## src/hw/tcmp_pkg.sv

```systemverilog
// Constants shared by the timer, compare unit and register slave
// How it works
// Counter pair counts up from 0000 to ffff, then wraps to 0000.
// Each wrap sets the overflow flag, which stays set until software clears it.
// Overflow flag reaches the interrupt output only while its enable bit is set.
// Special event match clears the counter and starts a conversion if converter enabled.
// A special event clear never sets the overflow flag.
// A counter write in the same cycle as a special event wins.
// Software uses internal or synchronised external counting with compare.
// In compare mode the compare value is compared against the counter continuously.
// A match drives the compare latch high, low or leaves it, per mode field.
// Every match sets the compare flag in the same cycle as the pin action.
// The compare pin is driven only while its direction bit is clear.
// Writing zero to compare control forces the compare latch low.
// Software interrupt mode leaves the pin alone and only sets the flag.
// Flag register holds converter, compare, second timer and overflow flags.
// Timer control holds prescale, oscillator, sync, source and run bits; resets zero.
// Counter low and high bytes are readable and writable.
// Interrupt control appears at two addresses, global and peripheral enables on top.
// Pin direction holds compare and clock pin directions, both reset to input.
// Oscillator enable bit turns on the low-power timer oscillator.
// Drive-high, drive-low and software-interrupt codes are chosen here.
`default_nettype none

package tcmp_pkg;

	// ==========================================================
	// Register indexes, byte address is four times the index
	localparam logic [7:0] OFF_PIN_DATA = 8'h07;
	localparam logic [7:0] OFF_ICTL_A   = 8'h0b;
	localparam logic [7:0] OFF_ICTL_B   = 8'h8b;
	localparam logic [7:0] OFF_FLAGS    = 8'h0c;
	localparam logic [7:0] OFF_CNT_LO   = 8'h0e;
	localparam logic [7:0] OFF_CNT_HI   = 8'h0f;
	localparam logic [7:0] OFF_TCTL     = 8'h10;
	localparam logic [7:0] OFF_CVAL_LO  = 8'h15;
	localparam logic [7:0] OFF_CVAL_HI  = 8'h16;
	localparam logic [7:0] OFF_CCTL     = 8'h17;
	localparam logic [7:0] OFF_PIN_DIR  = 8'h87;
	localparam logic [7:0] OFF_IRQ_EN   = 8'h8c;

	// ==========================================================
	// Field positions
	localparam int FLAG_OVF  = 0;
	localparam int FLAG_T2   = 1;
	localparam int FLAG_CMP  = 2;
	localparam int FLAG_ADC  = 6;
	localparam int GLB_EN    = 7;
	localparam int PER_EN    = 6;
	localparam int TCTL_PS   = 4;
	localparam int TCTL_OSC  = 3;
	localparam int TCTL_SYNC = 2;
	localparam int TCTL_CS   = 1;
	localparam int TCTL_ON   = 0;
	localparam int DIR_CMP   = 2;
	localparam int DIR_EXT   = 0;
	localparam logic [7:0] FLAGS_MASK = 8'h47;
	localparam logic [7:0] CTL6_MASK  = 8'h3f;

	// ==========================================================
	// Reset values
	localparam logic [7:0]  RST_TCTL     = 8'h00;
	localparam logic [7:0]  RST_CCTL     = 8'h00;
	localparam logic [7:0]  RST_FLAGS    = 8'h00;
	localparam logic [7:0]  RST_IRQ_EN   = 8'h00;
	localparam logic [7:0]  RST_ICTL     = 8'h00;
	localparam logic [7:0]  RST_PIN_DIR  = 8'h05;
	localparam logic [7:0]  RST_PIN_DATA = 8'h00;
	localparam logic [15:0] RST_COUNT    = 16'h0000;
	localparam logic [15:0] COUNT_MAX    = 16'hffff;

	// ==========================================================
	// Compare mode codes
	localparam logic [1:0] MODE_CMP_HI  = 2'h2;
	localparam logic [3:0] MODE_HIGH    = 4'h8;
	localparam logic [3:0] MODE_LOW     = 4'h9;
	localparam logic [3:0] MODE_SWI     = 4'ha;
	localparam logic [3:0] MODE_SPECIAL = 4'hb;

endpackage

`default_nettype wire

```

## src/hw/tcmp_if.sv

```systemverilog
// Signals between the register slave, counter and compare unit
`timescale 1ns/1ps
`default_nettype none

interface tcmp_if;
	logic [15:0] count;
	logic [15:0] cval;
	logic [3:0]  mode;
	logic        zero_wr;
	logic        match;
	logic        trig;
	logic        pin_lvl;

	modport ctr (output count, input trig);
	modport cmp (input count, cval, mode, zero_wr, output match, trig, pin_lvl);
endinterface

`default_nettype wire

```

## src/hw/tcmp_top.sv

```systemverilog
// Timer and compare block with its classic Wishbone register slave
//
// Implementation choice: the Wishbone interface to the registers.
`timescale 1ns/1ps
`default_nettype none

module tcmp_top #(
	parameter int ADR_W = 10
) (
	input  wire logic             clk_i,
	input  wire logic             rst_i,
	input  wire logic             wb_cyc_i,
	input  wire logic             wb_stb_i,
	input  wire logic             wb_we_i,
	input  wire logic [ADR_W-1:0] wb_adr_i,
	input  wire logic [3:0]       wb_sel_i,
	input  wire logic [31:0]      wb_dat_i,
	output logic      [31:0]      wb_dat_o,
	output logic                  wb_ack_o,
	input  wire logic             ext_clk_i,
	input  wire logic             adc_enable_i,
	output logic                  cmp_pin_o,
	output logic                  cmp_pin_oe_o,
	output logic                  adc_start_o,
	output logic                  irq_o,
	output logic                  osc_en_o
);

	function automatic logic at(input logic [7:0] idx, input logic [7:0] off);
		at = (idx == off);
	endfunction

	tcmp_if tb ();

	// ==========================================================
	// Register state
	logic [7:0] pin_data_r;
	logic [7:0] ictl_r;
	logic [7:0] flags_r;
	logic [7:0] flags_nxt;
	logic [7:0] tctl_r;
	logic [7:0] cval_lo_r;
	logic [7:0] cval_hi_r;
	logic [7:0] cctl_r;
	logic [7:0] pin_dir_r;
	logic [7:0] irq_en_r;
	logic [7:0] rd_val;
	logic       ovf;

	// ==========================================================
	// Bus decode
	wire       req   = wb_cyc_i & wb_stb_i & ~wb_ack_o;
	wire       wr    = req & wb_we_i & wb_sel_i[0];
	wire [7:0] idx   = wb_adr_i[9:2];
	wire [7:0] wd    = wb_dat_i[7:0];

	wire w_pin_data = wr & at(idx, tcmp_pkg::OFF_PIN_DATA);
	wire w_ictl     = wr & (at(idx, tcmp_pkg::OFF_ICTL_A) |
		at(idx, tcmp_pkg::OFF_ICTL_B));
	wire w_flags    = wr & at(idx, tcmp_pkg::OFF_FLAGS);
	wire w_cnt_lo   = wr & at(idx, tcmp_pkg::OFF_CNT_LO);
	wire w_cnt_hi   = wr & at(idx, tcmp_pkg::OFF_CNT_HI);
	wire w_tctl     = wr & at(idx, tcmp_pkg::OFF_TCTL);
	wire w_cval_lo  = wr & at(idx, tcmp_pkg::OFF_CVAL_LO);
	wire w_cval_hi  = wr & at(idx, tcmp_pkg::OFF_CVAL_HI);
	wire w_cctl     = wr & at(idx, tcmp_pkg::OFF_CCTL);
	wire w_pin_dir  = wr & at(idx, tcmp_pkg::OFF_PIN_DIR);
	wire w_irq_en   = wr & at(idx, tcmp_pkg::OFF_IRQ_EN);

	// ==========================================================
	// Read mux, unmapped indexes read as zero
	always_comb begin
		rd_val = 8'h00;
		unique case (1'b1)
			at(idx, tcmp_pkg::OFF_PIN_DATA): rd_val = pin_data_r;
			at(idx, tcmp_pkg::OFF_ICTL_A):   rd_val = ictl_r;
			at(idx, tcmp_pkg::OFF_ICTL_B):   rd_val = ictl_r;
			at(idx, tcmp_pkg::OFF_FLAGS):    rd_val = flags_r;
			at(idx, tcmp_pkg::OFF_CNT_LO):   rd_val = tb.count[7:0];
			at(idx, tcmp_pkg::OFF_CNT_HI):   rd_val = tb.count[15:8];
			at(idx, tcmp_pkg::OFF_TCTL):     rd_val = tctl_r;
			at(idx, tcmp_pkg::OFF_CVAL_LO):  rd_val = cval_lo_r;
			at(idx, tcmp_pkg::OFF_CVAL_HI):  rd_val = cval_hi_r;
			at(idx, tcmp_pkg::OFF_CCTL):     rd_val = cctl_r;
			at(idx, tcmp_pkg::OFF_PIN_DIR):  rd_val = pin_dir_r;
			at(idx, tcmp_pkg::OFF_IRQ_EN):   rd_val = irq_en_r;
			default:                         rd_val = 8'h00;
		endcase
	end

	always_ff @(posedge clk_i) begin
		if (rst_i) begin
			wb_ack_o <= 1'b0;
			wb_dat_o <= 32'h0000_0000;
		end else begin
			wb_ack_o <= req;
			if (req)
				wb_dat_o <= {24'h00_0000, rd_val};
		end
	end

	// ==========================================================
	// Flags: hardware sets beat a software clear in the same cycle
	assign flags_nxt = (w_flags ? (wd & tcmp_pkg::FLAGS_MASK) : flags_r) |
		({7'h00, ovf} << tcmp_pkg::FLAG_OVF) |
		({7'h00, tb.match} << tcmp_pkg::FLAG_CMP);

	wire any_irq = |(flags_r & irq_en_r & tcmp_pkg::FLAGS_MASK);
	wire irq_nxt = ictl_r[tcmp_pkg::GLB_EN] &
		ictl_r[tcmp_pkg::PER_EN] & any_irq;

	// ==========================================================
	// Control registers
	always_ff @(posedge clk_i) begin
		if (rst_i) begin
			pin_data_r <= tcmp_pkg::RST_PIN_DATA;
			ictl_r     <= tcmp_pkg::RST_ICTL;
			flags_r    <= tcmp_pkg::RST_FLAGS;
			tctl_r     <= tcmp_pkg::RST_TCTL;
			cctl_r     <= tcmp_pkg::RST_CCTL;
			pin_dir_r  <= tcmp_pkg::RST_PIN_DIR;
			irq_en_r   <= tcmp_pkg::RST_IRQ_EN;
		end else begin
			if (w_pin_data)
				pin_data_r <= wd;
			if (w_ictl)
				ictl_r <= wd;
			flags_r <= flags_nxt;
			if (w_tctl)
				tctl_r <= wd & tcmp_pkg::CTL6_MASK;
			if (w_cctl)
				cctl_r <= wd & tcmp_pkg::CTL6_MASK;
			if (w_pin_dir)
				pin_dir_r <= wd;
			if (w_irq_en)
				irq_en_r <= wd & tcmp_pkg::FLAGS_MASK;
		end
	end

	// Compare value keeps its content over reset only in intent;
	// it is cleared here so that simulation never sees unknowns
	always_ff @(posedge clk_i) begin
		if (rst_i) begin
			cval_lo_r <= 8'h00;
			cval_hi_r <= 8'h00;
		end else begin
			if (w_cval_lo)
				cval_lo_r <= wd;
			if (w_cval_hi)
				cval_hi_r <= wd;
		end
	end

	// ==========================================================
	// Outputs, each from a flip-flop
	always_ff @(posedge clk_i) begin
		if (rst_i) begin
			irq_o        <= 1'b0;
			adc_start_o  <= 1'b0;
			cmp_pin_oe_o <= 1'b0;
		end else begin
			irq_o        <= irq_nxt;
			adc_start_o  <= tb.trig & adc_enable_i;
			cmp_pin_oe_o <= ~pin_dir_r[tcmp_pkg::DIR_CMP];
		end
	end

	assign cmp_pin_o = tb.pin_lvl;
	assign osc_en_o  = tctl_r[tcmp_pkg::TCTL_OSC];

	// ==========================================================
	// Sub-blocks
	assign tb.cval    = {cval_hi_r, cval_lo_r};
	assign tb.mode    = cctl_r[3:0];
	assign tb.zero_wr = w_cctl & ((wd & tcmp_pkg::CTL6_MASK) == 8'h00);

	count_unit u_count (
		.clk_i      (clk_i),
		.rst_i      (rst_i),
		.run_i      (tctl_r[tcmp_pkg::TCTL_ON]),
		.ext_sel_i  (tctl_r[tcmp_pkg::TCTL_CS]),
		.prescale_i (tctl_r[tcmp_pkg::TCTL_PS +: 2]),
		.ext_clk_i  (ext_clk_i),
		.wr_lo_i    (w_cnt_lo),
		.wr_hi_i    (w_cnt_hi),
		.wdata_i    (wd),
		.tb         (tb.ctr),
		.ovf_o      (ovf)
	);

	compare_unit u_compare (
		.clk_i (clk_i),
		.rst_i (rst_i),
		.tb    (tb.cmp)
	);

	// ==========================================================
	// Checks
	property p_ovf_flag;
		@(posedge clk_i) disable iff (rst_i)
		ovf |=> flags_r[tcmp_pkg::FLAG_OVF];
	endproperty
	a_ovf_flag: assert property (p_ovf_flag) else $error("overflow flag not set");

	property p_ovf_sticky;
		@(posedge clk_i) disable iff (rst_i)
		(flags_r[tcmp_pkg::FLAG_OVF] && !w_flags) |=> flags_r[tcmp_pkg::FLAG_OVF];
	endproperty
	a_ovf_sticky: assert property (p_ovf_sticky) else $error("overflow flag dropped");

	property p_irq_gate;
		@(posedge clk_i) disable iff (rst_i)
		(flags_r[tcmp_pkg::FLAG_OVF] && irq_en_r[tcmp_pkg::FLAG_OVF] &&
			ictl_r[tcmp_pkg::GLB_EN] && ictl_r[tcmp_pkg::PER_EN]) |=> irq_o;
	endproperty
	a_irq_gate: assert property (p_irq_gate) else $error("overflow irq not raised");

	property p_irq_quiet;
		@(posedge clk_i) disable iff (rst_i)
		(irq_en_r == 8'h00) |=> !irq_o;
	endproperty
	a_irq_quiet: assert property (p_irq_quiet) else $error("irq without enable");

	property p_cmp_flag;
		@(posedge clk_i) disable iff (rst_i)
		tb.match |=> flags_r[tcmp_pkg::FLAG_CMP];
	endproperty
	a_cmp_flag: assert property (p_cmp_flag) else $error("compare flag not set");

	property p_adc_start;
		@(posedge clk_i) disable iff (rst_i)
		(tb.trig && adc_enable_i) |=> adc_start_o ##1 !adc_start_o[*1];
	endproperty
	a_adc_start: assert property (p_adc_start) else $error("conversion start wrong");

	property p_oe;
		@(posedge clk_i) disable iff (rst_i)
		$fell(pin_dir_r[tcmp_pkg::DIR_CMP]) |=> cmp_pin_oe_o;
	endproperty
	a_oe: assert property (p_oe) else $error("pin not driven");

	property p_ack;
		@(posedge clk_i) disable iff (rst_i)
		req |=> wb_ack_o ##1 !wb_ack_o;
	endproperty
	a_ack: assert property (p_ack) else $error("bus ack timing");

endmodule

`default_nettype wire

```

## src/hw/count_unit.sv

```systemverilog
// Sixteen-bit up counter with prescaler and synchronised external clock
`timescale 1ns/1ps
`default_nettype none

module count_unit (
	input  wire logic       clk_i,
	input  wire logic       rst_i,
	input  wire logic       run_i,
	input  wire logic       ext_sel_i,
	input  wire logic [1:0] prescale_i,
	input  wire logic       ext_clk_i,
	input  wire logic       wr_lo_i,
	input  wire logic       wr_hi_i,
	input  wire logic [7:0] wdata_i,
	tcmp_if.ctr             tb,
	output logic            ovf_o
);

	function automatic logic [2:0] ps_mask(input logic [1:0] ps);
		unique case (ps)
			2'h0: ps_mask = 3'h0;
			2'h1: ps_mask = 3'h1;
			2'h2: ps_mask = 3'h3;
			2'h3: ps_mask = 3'h7;
		endcase
	endfunction

	logic        s1_r;
	logic        s2_r;
	logic        s3_r;
	logic        lvl_r;
	logic [2:0]  pre_r;
	logic [15:0] cnt_r;
	logic [15:0] cnt_nxt;

	// ==========================================================
	// External clock: always synchronised, so compare stays safe
	wire agree    = (s2_r == s3_r);
	wire ext_rise = agree & s3_r & ~lvl_r;
	wire src_tick = ext_sel_i ? ext_rise : 1'b1;
	wire [2:0] pm = ps_mask(prescale_i);
	wire pre_done = ((pre_r & pm) == pm);
	wire tick     = run_i & src_tick & pre_done;
	wire wr_any   = wr_lo_i | wr_hi_i;
	wire wrap     = tick & (cnt_r == tcmp_pkg::COUNT_MAX) & ~wr_any & ~tb.trig;

	assign cnt_nxt = wr_lo_i ? {cnt_r[15:8], wdata_i} :
		wr_hi_i ? {wdata_i, cnt_r[7:0]} :
		tb.trig ? tcmp_pkg::RST_COUNT :
		tick ? cnt_r + 16'h0001 : cnt_r;
	assign tb.count = cnt_r;

	always_ff @(posedge clk_i) begin
		if (rst_i) begin
			s1_r  <= 1'b0;
			s2_r  <= 1'b0;
			s3_r  <= 1'b0;
			lvl_r <= 1'b0;
		end else begin
			s1_r <= ext_clk_i;
			s2_r <= s1_r;
			s3_r <= s2_r;
			if (agree)
				lvl_r <= s3_r;
		end
	end

	always_ff @(posedge clk_i) begin
		if (rst_i) begin
			pre_r <= 3'h0;
			cnt_r <= tcmp_pkg::RST_COUNT;
			ovf_o <= 1'b0;
		end else begin
			if (run_i & src_tick)
				pre_r <= pre_done ? 3'h0 : pre_r + 3'h1;
			cnt_r <= cnt_nxt;
			ovf_o <= wrap;
		end
	end

	// ==========================================================
	// Checks
	property p_wrap;
		@(posedge clk_i) disable iff (rst_i)
		wrap |=> (cnt_r == 16'h0000) && ovf_o;
	endproperty
	a_wrap: assert property (p_wrap) else $error("wrap did not reach zero");

	property p_trig_clear;
		@(posedge clk_i) disable iff (rst_i)
		(tb.trig && !wr_any) |=> (cnt_r == 16'h0000) && !ovf_o;
	endproperty
	a_trig_clear: assert property (p_trig_clear) else $error("trigger clear wrong");

	property p_trig_no_ovf;
		@(posedge clk_i) disable iff (rst_i)
		tb.trig |=> !ovf_o;
	endproperty
	a_trig_no_ovf: assert property (p_trig_no_ovf) else $error("trigger set overflow");

	property p_write_wins;
		@(posedge clk_i) disable iff (rst_i)
		(tb.trig && wr_lo_i) |=> cnt_r[7:0] == $past(wdata_i);
	endproperty
	a_write_wins: assert property (p_write_wins) else $error("write lost to trigger");

endmodule

`default_nettype wire

```

## src/hw/compare_unit.sv

```systemverilog
// Equality compare with output latch and special event trigger
`timescale 1ns/1ps
`default_nettype none

module compare_unit (
	input wire logic clk_i,
	input wire logic rst_i,
	tcmp_if.cmp      tb
);

	logic eq_r;
	logic lvl_r;
	logic lvl_nxt;

	// ==========================================================
	// Match fires on entry into equality, so a prescaled counter
	// sitting on the value for many cycles counts as one event
	wire in_cmp = (tb.mode[3:2] == tcmp_pkg::MODE_CMP_HI);
	wire eq     = (tb.count == tb.cval);
	wire hit    = in_cmp & eq & ~eq_r;

	assign tb.match   = hit;
	assign tb.trig    = hit & (tb.mode == tcmp_pkg::MODE_SPECIAL);
	assign tb.pin_lvl = lvl_r;

	assign lvl_nxt = tb.zero_wr ? 1'b0 :
		(hit & (tb.mode == tcmp_pkg::MODE_HIGH)) ? 1'b1 :
		(hit & (tb.mode == tcmp_pkg::MODE_LOW)) ? 1'b0 : lvl_r;

	always_ff @(posedge clk_i) begin
		if (rst_i) begin
			eq_r  <= 1'b0;
			lvl_r <= 1'b0;
		end else begin
			eq_r  <= eq;
			lvl_r <= lvl_nxt;
		end
	end

	// ==========================================================
	// Checks
	property p_drive_high;
		@(posedge clk_i) disable iff (rst_i)
		(hit && tb.mode == tcmp_pkg::MODE_HIGH && !tb.zero_wr) |=> lvl_r;
	endproperty
	a_drive_high: assert property (p_drive_high) else $error("latch not driven high");

	property p_zero_low;
		@(posedge clk_i) disable iff (rst_i)
		tb.zero_wr |=> !lvl_r;
	endproperty
	a_zero_low: assert property (p_zero_low) else $error("latch not forced low");

	property p_swi_keep;
		@(posedge clk_i) disable iff (rst_i)
		(tb.mode == tcmp_pkg::MODE_SWI && !tb.zero_wr) |=> lvl_r == $past(lvl_r);
	endproperty
	a_swi_keep: assert property (p_swi_keep) else $error("pin moved in interrupt mode");

	property p_eq_match;
		@(posedge clk_i) disable iff (rst_i)
		(in_cmp && tb.count == tb.cval && !$past(tb.count == tb.cval)) |-> tb.match;
	endproperty
	a_eq_match: assert property (p_eq_match) else $error("equality missed");

endmodule

`default_nettype wire

```

## config.mk

```make
export PLATFORM = sky130hd
export DESIGN_NAME = tcmp_top
export DESIGN_NICKNAME = d
export VERILOG_FILES = /design/src/hw/tcmp_pkg.sv /design/src/hw/tcmp_if.sv /design/src/hw/tcmp_top.sv /design/src/hw/count_unit.sv /design/src/hw/compare_unit.sv
export SDC_FILE = /design/constraint.sdc
export NUM_CORES = 1
export LEC_CHECK = 0
export ABC_AREA = 1
export BUFFER_PORTS_ARGS = -buffer_cell sky130_fd_sc_hd__buf_2
export CAP_MARGIN = 40
export CORE_ASPECT_RATIO = 0.8
export CORE_MARGIN = 2
export CORE_UTILIZATION = 56
export CTS_BUF_LIST = sky130_fd_sc_hd__clkbuf_16
export CTS_CLUSTER_SIZE = 20
export DETAILED_ROUTE_END_ITERATION = 12
export HOLD_SLACK_MARGIN = 0.06
export PLACE_DENSITY_LB_ADDON = 0.3
export SLEW_MARGIN = 25
export SYNTH_ARGS = -nofsm -noshare
export SYNTH_HDL_FRONTEND = slang
export SYNTH_SLANG_ARGS = --single-unit
```

## constraint.sdc

```tcl
create_clock -name clk_i -period 1.95 [get_ports clk_i]
set_input_delay 0.0975 -clock clk_i [delete_from_list [all_inputs] [get_ports clk_i]]
set_output_delay 0.0975 -clock clk_i [all_outputs]
set_load 0.01 [all_outputs]
```

==> results.py, run 1 <==
metrics = {
    "run_status": {
        "outcome": "finished, final reports clean",
    },
    "die": {
        "fp-row-count": 31,
        "die_x_um": 112,
        "die_h_um": 90.7,
        "die_area_um2": 10200,
        "io-pin-count": 91,
        "start_util": 0.578,
        "fp.coreArea_um2": 9110,
    },
    "cts": {
        "clock-root-buffer": "clkbuf_16",
        "cts_inserted_buffers": 9,
        "ctsLongestPathBuffers": 2,
        "worstSkewPairLatency_ns": 0.36,
        "cts_sinks": 98,
        "path_clk_slew_ns": 0.07,
        "htreeDepth": 3,
        "cts_tree": "yes",
    },
    "grt": {
        "antenna_found_initial": 0,
        "grt_pass1_wl_um": 24700,
        "grtUsageMet3": 0.110,
        "met2_usage": 0.454,
        "met1_usage": 0.432,
        "grt_max_degree": 62,
        "grt_busiest_layer": "met2",
        "grt_pass1_vias": 4827,
        "grt.overflow.total": 0,
        "track_usage": 0.309,
    },
    "sta": {
        "min_period_ns": 1.86,
        "setup_viol": 0,
        "hold_viol": 0,
        "setup_slack_ns": 0.0916,
        "maxSlewViolCount": 0,
        "clock_skew_ns": 0.00714,
        "rsz0062_at_grt": "true",
        "fin_crit_sh": 0.953,
        "fmax_ghz": 0.538,
        "worstMarginPinSlew_ns": 0.576,
        "slew_headroom": 0.616,
    },
    "cells_and_area": {
        "finalNonFillerCells": 961,
        "post-route-util": 0.657,
        "final_nets": 897,
        "multiInputGateArea_um2": 2800,
        "drive_above_1_share": 0.151,
        "layout-area-overhead-vs-synth_pct": 13.6,
        "fin_area_um2": 5990,
        "diodes": 0,
        "fill_cells": 861,
        "regArea_um2": 1970,
    },
    "logic_synthesis": {
        "synth_top_area_frac": 0.372,
        "yosysSeqAreaShare": 0.372,
        "synth_warnings": 0,
        "postSynth.asyncResetShare": 0,
        "syn-cell-area_um2": 5270,
        "yosysUniqueCellTypes": 40,
        "ys_seq_elements": 98,
        "yosysMostFrequentCell": "nand2_1",
        "yosys_most_used_dff": "dfxtp_1",
        "synth_cells": 788,
        "syn_avg_cell_area_um2": 6.68,
        "synth_commonest_cells": "203 x nand2_1, 98 x dfxtp_1, 85 x nor2_1, 75 x a21oi_1, 69 x o21ai_0",
        "yosys-top-cells-area": "dfxtp_1 37%, nand2_1 14%, a21oi_1 7.1%, o21ai_0 6.6%, nor2_1 6.1%",
        "yosys.area.top_type": "dfxtp_1",
        "synth_edf_count": 0,
    },
    "critical_path": {
        "path_class": "reg -> reg",
        "critPathCaptureType": "flip-flop",
        "arrival_ns": 2.15,
        "cp-start-kind": "flip-flop",
        "slowest_stage": "dfxtp_1",
        "rrSetupSlack_ns": 0.09,
        "crit_top_cell": "nand2_1",
        "r2r_end": "u_count.tb.count[6]",
        "crit_fanout": 16,
        "rr_startpoint": "cval_lo_r[6]",
        "crit_chain": "inv_1, nand2_1, nand2_1, nor2_1, nand2_1, nor2_2, nand4_2, nand3_1, nand2_4, nand2_1, nand2_1, nor2_1",
        "max_stage_delay_ns": 0.42,
        "worstRegToRegCells": 12,
        "cp.required_ns": 2.24,
    },
    "min_path": {
        "holdPathStages": 3,
        "hp-class": "in -> reg",
        "hold_path_end": "flags_r[0]",
        "holdCritStartpoint": "wb_dat_i[0]",
    },
    "drt": {
        "ant_nets": 0,
        "dr.pass1.iters": 5,
        "drt_iter0_drc": 677,
        "drc": 0,
        "routed-via-count": 5491,
        "via_per_inst": 5.71,
        "wl_per_cell_um": 16.4,
        "wirelength_um": 15700,
    },
    "placed_design": {
        "placed_cell_area_um2": 5600,
        "dp_hpwl_um": 11500,
        "dp_slack_ns": 0.103,
        "gp_congestion": 0.971,
        "dp.cells": 943,
        "io_buffers": 37,
    },
    "power_and_ir_drop": {
        "power.density_nw_per_um2": 719,
        "leakage_nw": 2.81,
        "ir_drop_mv": 0.704,
        "p_total_mw": 4.30,
    },
    "run": {
        "maxCapViolations": 0,
    },
}
placed cells by master (no fill, tap or decap), drive strengths merged:
cell type    netlist  routed
clkbuf             8       9
and2               1       1
o211a              2       2
o22ai             11      11
buf               42      67
clkinvlp           0       1
nand3             46      46
and3               1       1
nor2              97      97
ha                 3       3
a21oi             76      76
xor2              12      12
bufinv             0       3
nand2            210     210
clkinv             5       5
nand3b            10      10
conb               1      24
inv               70      73
nor3              12      12
a41oi              1       1
a211oi             1       1
nor4               3       3
nand4              4       4
dlygate4sd3        0       2
a31oi              1       1
o21ai             70      70
o211ai             3       3
dfxtp             98      98
per-layer routing:
layer / vias up / share of wire / wire (um)
li1: 2613 / - / -
met2: 318 / 0.43 / 6810
met1: 2538 / 0.44 / 6860
met3: 22 / 0.11 / 1810
met5: - / 0 / 0
met4: 0 / 0.016 / 255
per-stage QoR:
step                      TNS, ns  hold slack (ns)
after floorplan                 0            0.204
after global placement          0            0.300
after detailed placement        0            0.323
after CTS                       0           0.0773
after global routing       -0.323           0.0871
final                           0           0.0869
cells by family after synthesis:
kind of cell	share of synthesized area
simple gates	0.320
xor+xnor	0.0200
buf+inv	0.115
other cells	0.000712
fa+ha+maj	0.00713
compound gates	0.165
flops	0.372
what timing repair did:
action                                  CTS  global route
endpoints found under the hold margin     2             0
hold buffers                              2             0
resized for setup                         0             7
endpoints found under the setup margin    0            17
buffers inserted                          0             0
flip-flops by register name, indices dropped and copies added (netlist names), 6 cells and up:
name / flops
u_count.tb.count: 16
cval_hi_r: 8
cval_lo_r: 8
ictl_r: 8
pin_data_r: 8
pin_dir_r: 8
wb_dat_o: 8
cctl_r: 6
tctl_r: 6
how the worst max path moves through the flow:
stage	from	end	slack (ns)
global route	u_count.tb.count[1]	u_count.tb.count[4]	-0.05
floorplan	wb_ack_o	u_count.tb.count[0]	0.38
detailed placement	u_count.tb.count[7]	u_count.tb.count[6]	0.10
finish	cval_lo_r[6]	u_count.tb.count[6]	0.09
global placement	u_count.tb.count[0]	u_count.tb.count[12]	0.16
CTS	u_count.tb.count[7]	u_count.tb.count[6]	0.08
power by group:
group / internal [mW] / total, mW / switching (mW)
Clock: 1.27 / 2.10 / 0.830
Sequential: 2.01 / 2.01 / 0.00319
Combinational: 0.0493 / 0.199 / 0.150
worst max-delay path, delay by kind of cell (launching register included):
family,cells,cell delay (ns)
buffers and inverters,1,0.06
and+or+nand+nor,11,1.30
DFF,1,0.42
area by class of cell:
| class | instances | share of cell area |
|---|---|---|
| flip-flops and latches | 98 | 0.328 |
| inverters | 75 | 0.0470 |
| repair buffers | 69 | 0.0746 |
| clock inverters | 7 | 0.0207 |
| multi-input cells | 588 | 0.468 |
| well taps | 115 | 0.0240 |
| clock buffers | 9 | 0.0376 |
(Power assumes the default switching activity.)
==> run 2, diff against run 1 <==
--- a/config.mk
+++ b/config.mk
@@ -16,6 +16,7 @@
 export DETAILED_ROUTE_END_ITERATION = 12
 export HOLD_SLACK_MARGIN = 0.06
 export PLACE_DENSITY_LB_ADDON = 0.3
+export SETUP_SLACK_MARGIN = 0.15
 export SLEW_MARGIN = 25
 export SYNTH_ARGS = -nofsm -noshare
 export SYNTH_HDL_FRONTEND = slang
==> results.py, run 2 (synthesis results as in run 1) <==
metrics = {
    "placed_design": {
        "gp_congestion": 0.971,
        "placed_cell_area_um2": 5600,
        "dp_hpwl_um": 11500,
        "dp_slack_ns": 0.103,
        "dp.cells": 943,
        "io_buffers": 37,
    },
    "cells_and_area": {
        "final_nets": 903,
        "drive_above_1_share": 0.216,
        "layout-area-overhead-vs-synth_pct": 19.1,
        "largest_reg_flops": 16,
        "fin_area_um2": 6270,
        "diodes": 0,
        "finalNonFillerCells": 967,
        "post-route-util": 0.688,
        "final_common_cell": "nand2_1",
        "layout_common_cells": "190 x nand2_1, 78 x dfxtp_1, 75 x a21oi_1, 75 x nor2_1, 69 x o21ai_0",
    },
    "grt": {
        "grt.overflow.total": 0,
        "grt_pass1_vias": 4830,
        "track_usage": 0.309,
        "grt_pass1_wl_um": 24700,
        "grt_max_degree": 62,
        "antenna_found_initial": 0,
    },
    "sta": {
        "fmax_ghz": 0.566,
        "whs_ns": 0.0847,
        "setup_viol": 0,
        "setup_slack_ns": 0.182,
        "worstMarginPinSlew_ns": 0.514,
        "fin_crit_sh": 0.907,
        "rsz0062_at_grt": "true",
        "maxSlewViolCount": 0,
        "hold_viol": 0,
        "fin_setup_tns_ns": 0,
        "slew_headroom": 0.654,
        "clock_skew_ns": 0.00790,
        "min_period_ns": 1.77,
    },
    "run_status": {
        "outcome": "finished, final reports clean",
    },
    "run": {
        "maxCapViolations": 0,
    },
    "cts": {
        "cts_sinks": 98,
        "htreeDepth": 3,
        "path_clk_slew_ns": 0.07,
        "clock-root-buffer": "clkbuf_16",
        "cts_inserted_buffers": 9,
        "ctsLongestPathBuffers": 2,
        "worstSkewPairLatency_ns": 0.36,
        "cts_tree": "yes",
    },
    "drt": {
        "highest_layer": "met4",
        "met3WireLength_um": 1860,
        "dr.pass1.iters": 7,
        "drt_iter0_drc": 717,
        "wl_met2_um": 7070,
        "wirelength_um": 16400,
        "via_per_inst": 5.79,
        "drt-met1-wl_um": 7100,
        "wl_per_cell_um": 16.9,
        "ant_nets": 0,
        "drc": 0,
        "routed-via-count": 5597,
    },
    "critical_path": {
        "cp-start-kind": "flip-flop",
        "crit_fanout": 6,
        "path_class": "reg -> reg",
        "worstRegToRegCells": 12,
        "arrival_ns": 2.02,
        "cp.required_ns": 2.21,
        "critPathCaptureType": "flip-flop",
    },
    "die": {
        "fp-row-count": 31,
        "die_h_um": 90.7,
        "start_util": 0.578,
        "die_x_um": 112,
        "die_area_um2": 10200,
        "fp.coreArea_um2": 9110,
        "io-pin-count": 91,
    },
    "power_and_ir_drop": {
        "p_total_mw": 4.31,
        "leakage_nw": 2.89,
        "ir_drop_mv": 0.704,
        "power.density_nw_per_um2": 687,
    },
    "min_path": {
        "holdPathStages": 3,
        "hp-class": "in -> reg",
    },
}
run 2: worst paths after layout:
check | start | endpoint | slack (ns)
worst max-delay path | cval_lo_r[6] | u_count.tb.count[4] | 0.18
worst min-delay path | wb_dat_i[0] | flags_r[0] | 0.08
worst max register to register | cval_lo_r[6] | u_count.tb.count[4] | 0.18
worst min register to register | u_count.s1_r | u_count.s2_r | 0.42
run 2: per-layer routing:
metal,track usage,vias to the layer above
li1,-,2631
met3,0.110,36
met5,0,-
met4,0.0772,0
met1,0.431,2580
met2,0.455,350
run 2: report_power, final:
part / internal (mW) / switching [mW] / total, mW
sequential: 2.00 / 0.00318 / 2.00
clock: 1.27 / 0.843 / 2.11
combinational: 0.0497 / 0.151 / 0.201
total: 3.31 / 0.997 / 4.31
run 2: critical path, cell delays in order, from the launching register on:
cell      delay (ns)
dfxtp_2         0.37
inv_1           0.06
nand2_1         0.06
nand2_1         0.06
nor2_2          0.14
nand2_2         0.10
nor2_4          0.12
nand4_4         0.20
buf_8           0.22
nand3b_1        0.07
nand2_1         0.08
nor2_2          0.12
nor2_1          0.05
run 2: final cells by class:
class                   count  area (um^2)
clock buffers               9          225
clock inverters             7          124
fillers                   811         2840
inverters                  75          282
multi-input cells         590         3000
flip-flops and latches     98         2000
well taps                 115          144
repair buffers             73          502
run 2: timing repair:
item                                    in CTS  in global routing
hold buffers                                 2                  0
setup buffers                                0                  3
endpoints found under the hold margin        2                  0
gates cloned                                 0                  3
endpoints found under the setup margin      12                 33
resized for setup                            4                 73
pin swaps                                    0                 29
